**src/pkg/pmsv_defines.vh**
```
// Offsets, field positions, reset values and timing counts of the sequencer and voltage registers
// What this block does
// - The delay register at 0x1B holds a 3-bit start-up delay code for regulator four in bits 5:3 and for regulator three in bits 2:0, with bits 7:6 reading zero.
// - Each 3-bit delay code picks one of eight delay slots, 000 the first and 111 the eighth, in binary order.
// - The normal 8-bit voltage code of the first step-down converter is a full read/write byte at 0x20.
// - The alternate 8-bit voltage code of the first step-down converter is a full read/write byte at 0x21.
// - The normal 8-bit voltage code of the second step-down converter is a full read/write byte at 0x22.
// - The alternate 8-bit voltage code of the second step-down converter is a full read/write byte at 0x23.
// - A voltage code maps linearly to a target, 0.6000 V for code 0x00 plus 12.5 mV per step.
// - Codes from 0xD8 upward all give a 3.3000 V target, which is never exceeded.
// - All four voltage registers share the same code-to-voltage table.
// - Each converter's select bit chooses the normal register when 0 and the alternate when 1.
`ifndef PMSV_DEFINES_VH
`define PMSV_DEFINES_VH

`define PMSV_ADDR_LDO_DELAY   8'h1B
`define PMSV_ADDR_BUCK1_NORM  8'h20
`define PMSV_ADDR_BUCK1_ALT   8'h21
`define PMSV_ADDR_BUCK2_NORM  8'h22
`define PMSV_ADDR_BUCK2_ALT   8'h23

`define PMSV_DELAY_MASK       8'h3F
`define PMSV_R3_LSB           0
`define PMSV_R4_LSB           3
`define PMSV_RESET_VALUE      8'h00

// Target in units of 0.1 mV
`define PMSV_VOUT_BASE        16'h1770
`define PMSV_VOUT_STEP        16'h007D
`define PMSV_VOUT_MAX         16'h80E8
`define PMSV_SAT_CODE         8'hD8

// One delay slot, in microseconds, and its length in 25 ns cycles
`define PMSV_SLOT_US          128
`define PMSV_CLK_MHZ          40
`define PMSV_SLOT_CYCLES      (`PMSV_SLOT_US * `PMSV_CLK_MHZ)
`define PMSV_SLOT_COUNT       4'h8

`endif

```
**src/hdl/pmsv_seq_voltage_regs.v**
```verilog
// Sequencer delay and step-down voltage registers with power-up slot sequencing
`timescale 1ns/10ps
`include "pmsv_defines.vh"

module pmsv_seq_voltage_regs #(
	parameter SLOT_CYCLES = `PMSV_SLOT_CYCLES
) (
	input  wire        clk_sys,
	input  wire        rst,
	input  wire [7:0]  reg_addr,
	input  wire        reg_wr,
	input  wire [7:0]  reg_wdata,
	output reg  [7:0]  reg_rdata,
	output wire        reg_hit,
	input  wire        buck1_target_select,
	input  wire        buck2_target_select,
	input  wire        power_up_start,
	output reg  [7:0]  buck1_code,
	output reg  [7:0]  buck2_code,
	output reg  [15:0] buck1_vout,
	output reg  [15:0] buck2_vout,
	output reg         reg_three_en,
	output reg         reg_four_en,
	output wire        power_up_busy
);

	////////////////////////////////////////////////////////////////////////
	// Register file

	reg [5:0] delay_r;
	reg [5:0] delay_nxt;
	reg [7:0] buck1_norm_r;
	reg [7:0] buck1_norm_nxt;
	reg [7:0] buck1_alt_r;
	reg [7:0] buck1_alt_nxt;
	reg [7:0] buck2_norm_r;
	reg [7:0] buck2_norm_nxt;
	reg [7:0] buck2_alt_r;
	reg [7:0] buck2_alt_nxt;

	wire hit_delay = (reg_addr == `PMSV_ADDR_LDO_DELAY);
	wire hit_b1n   = (reg_addr == `PMSV_ADDR_BUCK1_NORM);
	wire hit_b1a   = (reg_addr == `PMSV_ADDR_BUCK1_ALT);
	wire hit_b2n   = (reg_addr == `PMSV_ADDR_BUCK2_NORM);
	wire hit_b2a   = (reg_addr == `PMSV_ADDR_BUCK2_ALT);

	assign reg_hit = hit_delay | hit_b1n | hit_b1a | hit_b2n | hit_b2a;

	wire [2:0] reg_three_delay_code = delay_r[`PMSV_R3_LSB +: 3];
	wire [2:0] reg_four_delay_code  = delay_r[`PMSV_R4_LSB +: 3];

	// A write lands only on a decoded address, so traffic to neighbouring
	// offsets cannot disturb a converter setting
	always @* begin
		delay_nxt      = delay_r;
		buck1_norm_nxt = buck1_norm_r;
		buck1_alt_nxt  = buck1_alt_r;
		buck2_norm_nxt = buck2_norm_r;
		buck2_alt_nxt  = buck2_alt_r;
		if (reg_wr) begin
			if (hit_delay) begin
				delay_nxt = reg_wdata[5:0];
			end
			if (hit_b1n) begin
				buck1_norm_nxt = reg_wdata;
			end
			if (hit_b1a) begin
				buck1_alt_nxt = reg_wdata;
			end
			if (hit_b2n) begin
				buck2_norm_nxt = reg_wdata;
			end
			if (hit_b2a) begin
				buck2_alt_nxt = reg_wdata;
			end
		end
	end

	always @(posedge clk_sys) begin
		if (rst) begin
			delay_r <= 6'h00;
		end else begin
			delay_r <= delay_nxt;
		end
	end

	always @(posedge clk_sys) begin
		if (rst) begin
			buck1_norm_r <= `PMSV_RESET_VALUE;
		end else begin
			buck1_norm_r <= buck1_norm_nxt;
		end
	end

	always @(posedge clk_sys) begin
		if (rst) begin
			buck1_alt_r <= `PMSV_RESET_VALUE;
		end else begin
			buck1_alt_r <= buck1_alt_nxt;
		end
	end

	always @(posedge clk_sys) begin
		if (rst) begin
			buck2_norm_r <= `PMSV_RESET_VALUE;
		end else begin
			buck2_norm_r <= buck2_norm_nxt;
		end
	end

	always @(posedge clk_sys) begin
		if (rst) begin
			buck2_alt_r <= `PMSV_RESET_VALUE;
		end else begin
			buck2_alt_r <= buck2_alt_nxt;
		end
	end

	// Read data is combinational from the stored value; unmapped reads give zero
	always @* begin
		case (reg_addr)
		`PMSV_ADDR_LDO_DELAY: begin
			reg_rdata = {2'h0, delay_r};
		end
		`PMSV_ADDR_BUCK1_NORM: begin
			reg_rdata = buck1_norm_r;
		end
		`PMSV_ADDR_BUCK1_ALT: begin
			reg_rdata = buck1_alt_r;
		end
		`PMSV_ADDR_BUCK2_NORM: begin
			reg_rdata = buck2_norm_r;
		end
		`PMSV_ADDR_BUCK2_ALT: begin
			reg_rdata = buck2_alt_r;
		end
		default: begin
			reg_rdata = 8'h00;
		end
		endcase
	end

	////////////////////////////////////////////////////////////////////////
	// Active target per converter, one shared code table

	function [15:0] code_to_vout;
		input [7:0] code;
		begin
			if (code >= `PMSV_SAT_CODE) begin
				code_to_vout = `PMSV_VOUT_MAX;
			end else begin
				code_to_vout = `PMSV_VOUT_BASE + code * `PMSV_VOUT_STEP;
			end
		end
	endfunction

	wire [7:0] b1_sel = buck1_target_select ? buck1_alt_r : buck1_norm_r;
	wire [7:0] b2_sel = buck2_target_select ? buck2_alt_r : buck2_norm_r;

	reg [7:0]  buck1_code_nxt;
	reg [7:0]  buck2_code_nxt;
	reg [15:0] buck1_vout_nxt;
	reg [15:0] buck2_vout_nxt;

	// Targets are registered so a select flip never glitches the converter loop
	always @* begin
		buck1_code_nxt = b1_sel;
		buck2_code_nxt = b2_sel;
		buck1_vout_nxt = code_to_vout(b1_sel);
		buck2_vout_nxt = code_to_vout(b2_sel);
	end

	always @(posedge clk_sys) begin
		if (rst) begin
			buck1_code <= 8'h00;
			buck2_code <= 8'h00;
			buck1_vout <= `PMSV_VOUT_BASE;
			buck2_vout <= `PMSV_VOUT_BASE;
		end else begin
			buck1_code <= buck1_code_nxt;
			buck2_code <= buck2_code_nxt;
			buck1_vout <= buck1_vout_nxt;
			buck2_vout <= buck2_vout_nxt;
		end
	end

	////////////////////////////////////////////////////////////////////////
	// Power-up slot sequencer

	localparam ST_IDLE = 1'b0;
	localparam ST_RUN  = 1'b1;

	reg        state_r;
	reg        state_nxt;
	reg [31:0] cyc_r;
	reg [31:0] cyc_nxt;
	reg [3:0]  slots_done_r;
	reg [3:0]  slots_done_nxt;

	wire slot_end = (cyc_r == SLOT_CYCLES - 1);

	always @* begin
		case (state_r)
		ST_IDLE: begin
			if (power_up_start) begin
				state_nxt = ST_RUN;
			end else begin
				state_nxt = ST_IDLE;
			end
		end
		ST_RUN: begin
			if (slot_end && slots_done_r == `PMSV_SLOT_COUNT - 4'h1) begin
				state_nxt = ST_IDLE;
			end else begin
				state_nxt = ST_RUN;
			end
		end
		default: begin
			state_nxt = ST_IDLE;
		end
		endcase
	end

	assign power_up_busy = (state_r == ST_RUN);

	// Counters run only while busy; a start re-arms the slot count from zero
	always @* begin
		cyc_nxt        = cyc_r;
		slots_done_nxt = slots_done_r;
		if (state_r == ST_IDLE) begin
			cyc_nxt = 32'h0;
			if (power_up_start) begin
				slots_done_nxt = 4'h0;
			end
		end else if (slot_end) begin
			cyc_nxt        = 32'h0;
			slots_done_nxt = slots_done_r + 4'h1;
		end else begin
			cyc_nxt = cyc_r + 32'h1;
		end
	end

	always @(posedge clk_sys) begin
		if (rst) begin
			state_r <= ST_IDLE;
		end else begin
			state_r <= state_nxt;
		end
	end

	always @(posedge clk_sys) begin
		if (rst) begin
			cyc_r <= 32'h0;
		end else begin
			cyc_r <= cyc_nxt;
		end
	end

	always @(posedge clk_sys) begin
		if (rst) begin
			slots_done_r <= 4'h0;
		end else begin
			slots_done_r <= slots_done_nxt;
		end
	end

	////////////////////////////////////////////////////////////////////////
	// Regulator enables

	// Enables stay on once raised; a new power-up start drops them first
	wire [5:0] codes = {reg_four_delay_code, reg_three_delay_code};
	wire [1:0] slot_passed;
	genvar g;
	generate
		for (g = 0; g < 2; g = g + 1) begin : g_ldo
			assign slot_passed[g] = (slots_done_r > {1'b0, codes[3*g +: 3]});
		end
	endgenerate

	reg reg_three_en_nxt;
	reg reg_four_en_nxt;

	always @* begin
		reg_three_en_nxt = reg_three_en | slot_passed[0];
		reg_four_en_nxt  = reg_four_en | slot_passed[1];
		if (state_r == ST_IDLE && power_up_start) begin
			reg_three_en_nxt = 1'b0;
			reg_four_en_nxt  = 1'b0;
		end
	end

	always @(posedge clk_sys) begin
		if (rst) begin
			reg_three_en <= 1'b0;
		end else begin
			reg_three_en <= reg_three_en_nxt;
		end
	end

	always @(posedge clk_sys) begin
		if (rst) begin
			reg_four_en <= 1'b0;
		end else begin
			reg_four_en <= reg_four_en_nxt;
		end
	end

endmodule // pmsv_seq_voltage_regs

```
**config.mk**
```make
export PLATFORM = sky130hd
export DESIGN_NAME = pmsv_seq_voltage_regs
export DESIGN_NICKNAME = d
export VERILOG_FILES = /design/src/hdl/pmsv_seq_voltage_regs.v
export VERILOG_INCLUDE_DIRS = /design/src /design/src/pkg
export SDC_FILE = /design/constraint.sdc
export NUM_CORES = 1
export LEC_CHECK = 0
export BUFFER_PORTS_ARGS = -buffer_cell sky130_fd_sc_hd__buf_2
export CAP_MARGIN = 20
export CORE_ASPECT_RATIO = 2
export CORE_UTILIZATION = 55
export CTS_CLUSTER_DIAMETER = 60
export CTS_CLUSTER_SIZE = 20
export DETAILED_ROUTE_END_ITERATION = 6
export PLACE_DENSITY = 0.74
export SYNTH_ARGS = -nofsm -noshare
export SYNTH_HDL_FRONTEND = slang
export SYNTH_SLANG_ARGS = --single-unit
```
**constraint.sdc**
```tcl
create_clock -name clk_sys -period 9.4 [get_ports clk_sys]
set_input_delay 0.47 -clock clk_sys [delete_from_list [all_inputs] [get_ports clk_sys]]
set_output_delay 0.47 -clock clk_sys [all_outputs]
set_load 0.01 [all_outputs]
```
-- Word-level counts from Yosys, hierarchy flattened
Index checks and enable logic that the tools add are counted.
W data, S select, Z words.
- register bits after elaboration: 125
- input bits: 22
- multiplexer cells: 11
- $add $sub $neg: 4
- bitwise operators: 7
- reductions and logical operators: 13
- $mul: 2
- $lt $le $gt $ge: 4
- eq/ne operators: 8
- operators by type and width (operator ; count):
    $pmux W8 S5 ; 1
    $add A13 B15 Y16 const A ; 2
    $add A32 B1 Y32 const B ; 1
    $eq A32 B13 Y1 const B ; 1
    $eq A8 B6 Y1 const B ; 4
    $mux W16 ; 2
    $mul A8 B7 Y15 const B ; 2
    $ge A8 B8 Y1 const B ; 2
    $mux W8 ; 2
    $mux W4 ; 3
    $reduce_and A2 Y1 ; 6
    $eq A8 B5 Y1 const B ; 1
    $gt A4 B3 Y1 ; 2
    $or A1 B1 Y1 ; 6
    $reduce_or A2 Y1 ; 3
    $add A4 B1 Y4 const B ; 1
    $eq A4 B3 Y1 const B ; 1
    $reduce_or A3 Y1 ; 1
    $logic_and A1 B1 Y1 ; 2
    $mux W1 ; 2
    $ne A2 B1 Y1 const B ; 1
    $pmux W1 S2 ; 1
    $reduce_bool A2 Y1 ; 1
    $not A1 Y1 ; 1

-- Longest topological paths before layout
- depth after elaboration: 5
- mapped depth: 16

-- Least setup slack after synthesis
No wires, ideal clock.
- path kind: input port to flip-flop
- start point: input buck1_target_select
- end point: register buck1_vout[11]
- cell stages on the path: 15
- data arrival time: 4.976 ns
- setup time: 0.121 ns
- path slack: 4.303 ns
- path buffers: 1
- data required time: 9.279 ns
- path through: buf_2 mux2i_1 inv_1 fa_1 fa_1 fa_1 inv_1 fa_1 inv_1 ha_1 o21ai_0 o21bai_1 a2111oi_0 o21ai_0 nor3b_1
- cells in the longest elaborated chain, start to end: 3
- elaborated cells between the ends (all ways): 5
- ends and longest elaborated chain (element ; line ; RTL):
    start: declaration ; pmsv_seq_voltage_regs.v:15 ; input wire buck1_target_select,
    $mux W8 (*) ; pmsv_seq_voltage_regs.v:157 ; wire [7:0] b1_sel = buck1_target_select ? buck1_alt_r : buck1_norm_r;
    via b1_sel[1] ; pmsv_seq_voltage_regs.v:157 ;
    $mul A8 B7 Y15 (no source line) / $ge A8 B8 Y1 (equally long branches) ; - ;
    $add A13 B15 Y16 (no source line) / $reduce_or A2 Y1 (equally long branches) ; - ;
    end signal: assignment ; pmsv_seq_voltage_regs.v:177 ; buck1_vout <= `PMSV_VOUT_BASE;
    end signal: assignment ; pmsv_seq_voltage_regs.v:182 ; buck1_vout <= buck1_vout_nxt;
    end: declaration ; pmsv_seq_voltage_regs.v:20 ; output reg [15:0] buck1_vout,
The timed path passes the listed nets; every way through them passes the cells marked *.
A chain may end at the register's enable or synchronous reset.

-- Worst setup path after layout
Ends and elaborated chain as after synthesis.

==> metrics.txt <==
nets 1,114; WHS 0.346 ns; Fin Clk Skew 0.00837 ns; setup bufs post-CTS 0; number of global-route vias before repair 6,840; synthesized net count 1,034; maximum VDD drop 0.124 mV; r2r setup slk 4.20 ns; Hold Path Origin reg_wdata[7]; Num CTS Buffers 17; switch share 22.7%; Comb pwr share 3.3%; unrepaired setup endpoints after global routing no; DIE HEIGHT 174 um; via/cell ratio 5.60; design area 0.00924 mm2; Yosys cell types 60; Clk Latency, worst-skew pair 0.42 ns; DRC viols 0; first-pass GRT wire length 31,800 um; Seq/Total Area, Yosys 30.8%; # IOs 82; Site Rows 62; CP Cell Sequence buf_2 -> mux2i_1 -> inv_1 -> fa_1 -> fa_1 -> fa_1 -> inv_1 -> fa_1 -> inv_1 -> ha_1 -> o21ai_0 -> o21bai_1 -> a2111oi_0 -> o21ai_0 -> nor3b_1; CTS tree done; CP required 9.70 ns; worst rel slew slack 30.0%; Core Util, Final 64.4%; Reg power frac 43.9%; grt peak-use layer met2; YS warnings 0; minimum clock period 5.22 ns; leakage power 4.58 nW; most frequent CP cell fa_1; Starting Density 56.5%; Seq cells post-synth 125; Slew @ Worst Pin 1.05 ns; maxcap violations 0; routability congestion estimate 0.836; share of cells above drive strength 1 13.9%; grt total ovfl 0; Max Transition Viols Final 0; Crit path arrival time 5.51 ns; most area-hungry cell type in the Yosys netlist dfxtp_1; FMAX 192 MHz; Setup crit start kind input port; global routing usage on met1 26.7%; First-pass DRT Iterations 5; initial antenna violation count 1; Synth top area share 30.8%; post-synthesis async set-or-reset flop share 0%; CTS H-Tree Depth 4; worst setup margin 4.18 ns; Setup crit end kind register; grt met3 use 4.52%; Clock transition at path regs 0.05 ns; Post-Route WL 19,300 um; Fin. Hold Viols 0; CTS root buf clkbuf_16; All-Layer GR Usage 27.2%; CTS sink cnt 125; Detail Placement HPWL 14,900 um; largest net degree at the start of global routing 67; CP endpoint buck1_vout[11]; clock buffer depth 2; hold-fix buffers at CTS 0; main area contributors after synthesis dfxtp_1 (31%), ha_1 (14%), fa_1 (11%); Syn Inst Count 876; Hold Crit Class input port to register; pre-CTS setup slack 3.81 ns; Final TNS setup 0 ns; Most used DFF post-synth dfxtp_1; Vias 6,492; # setup viols final 0; switching power 276 uW; internal cell power 938 uW; input/output buffers 81; Power per Cell Area 131 mW/mm2; CP Max Fanout 9; Tcrit/Tclk final 55.5%; DRT iter0 DRCs 262; CP startpoint buck1_target_select; outcome complete, no violations; r2r startpoint buck1_alt_r[1]; Avg Inst Size Synth 9.26 um2; total core area 0.0144 mm2; DP Area 0.00868 mm2; Synth-to-Final Area Change 13.9%; Worst path slowest cell mux2i_1; diode count 0; met2 Track Usage GR 50.8%; Clk pwr share 52.8%; Crit Path Class input port to register; die area 0.0153 mm2; synthesized area 0.00812 mm2; reg2reg path depth 14; crit-path max cell delay 0.75 ns; Post-synth EDFFs 0; reg-to-reg critical path endpoint buck1_vout[11]; post-cts sizing count 0; Die W 87.9 um; Post-DRT Antenna Nets 0; DR WL/cell 16.6 um
==> power by group through the flow <==
| stage | sequential, mW | clock (mW) | combinational [mW] |
|---|---|---|---|
| floorplan | 0.544 | 0 | 0.0244 |
| global placement | 0.544 | 0 | 0.0395 |
| detailed placement | 0.544 | 0 | 0.0399 |
| CTS | 0.533 | 0.647 | 0.0400 |
| global route | 0.533 | 0.667 | 0.0435 |
| finish | 0.533 | 0.641 | 0.0401 |
==> cell usage in the layout, fill, tap and decap left out, drive strengths merged, types with 5 or more instances in the layout <==
cell type  count
or3           12
mux2           7
xnor2         12
nand3         36
nand2         41
dfxtp        125
and3          14
nor2b          5
nand4         10
a21o           7
nor4           8
nor3           9
xor2          24
inv          109
o21ai         26
a211oi         7
and4           5
ha            90
nor2         111
fa            46
mux2i         49
a2111oi        5
a22oi          6
buf           85
a21oi         30
o211ai         5
clkbuf        20
clkinv         6
a221o          7
==> synth_stat cells, drive strengths merged, types with 7 or more instances <==
master,number
a221o,7
mux2i,49
nor2,111
xor2,24
nor3,9
mux2,7
nor4,8
a211oi,7
inv,109
or3,12
clkbuf,18
o21ai,26
a21o,7
nand3,36
ha,90
dfxtp,125
nand4,10
nand2,41
fa,46
a21oi,30
and3,14
xnor2,12
==> worst min path at each step <==
| stage | endpoint | slack, ns | depth (start not counted) |
|---|---|---|---|
| floorplan | cyc_r[0] | 0.43 | 1 |
| global placement | cyc_r[0] | 0.45 | 1 |
| detailed placement | cyc_r[0] | 0.45 | 1 |
| CTS | buck1_norm_r[7] | 0.34 | 3 |
| global route | buck1_norm_r[7] | 0.36 | 3 |
| finish | buck2_norm_r[7] | 0.35 | 3 |
==> cell type report <==
type	instances	area [um2]
clock inverters	11	120
well taps	192	240
repair buffers	85	435
multi-input cells	618	5090
flip-flops and latches	125	2500
clock buffers	20	447
inverters	109	409
fillers	1234	5110
==> worst max-delay path: cells and delay by family <==
kind,cells,cell delay [ns]
AOI/OAI and AO/OA,4,0.99
adders and majority gates,5,2.55
buffers and inverters,4,0.61
muxes,1,0.75
and+or+nand+nor,1,0.16
==> state kept, by name, summed over array words and instances, names as in the netlist <==
| name | count |
|---|---|
| cyc_r | 32 |
| buck2_alt_r | 8 |
| reg_four_en | 1 |
| buck1_code | 8 |
| reg_three_en | 1 |
| buck1_vout | 16 |
| buck2_vout | 16 |
| slots_done_r | 4 |
| power_up_busy | 1 |
| buck2_code | 8 |
| buck1_alt_r | 8 |
| buck1_norm_r | 8 |
| buck2_norm_r | 8 |
| codes | 6 |
==> layer usage <==
metal,routed length [um],up-vias
li1,-,3139
met1,6950,3097
met2,10700,174
met3,661,80
met4,982,2
met5,13,-
==> stage by stage <==
stage	total power, mW	cells
after detailed placement	0.584	1129
after floorplan	0.569	876
after global routing	1.24	1160
after CTS	1.22	1160
final	1.21	1160
after global placement	0.584	1129
==> kinds of logic (layout without fill, tap and decap cells) <==
kind of cell | after synthesis | in the layout | synth area share [%]
AO/OA/AOI/OAI | 116 | 116 | 9.48
AND/OR/NAND/NOR | 272 | 272 | 16.5
adder cells (fa/ha/maj) | 136 | 136 | 25.2
XOR/XNOR | 36 | 36 | 3.89
buffers and inverters | 133 | 225 | 6.46
multiplexers | 58 | 58 | 7.66
flip-flops | 125 | 125 | 30.8
No activity file was read; power rests on OpenSTA's default activity.
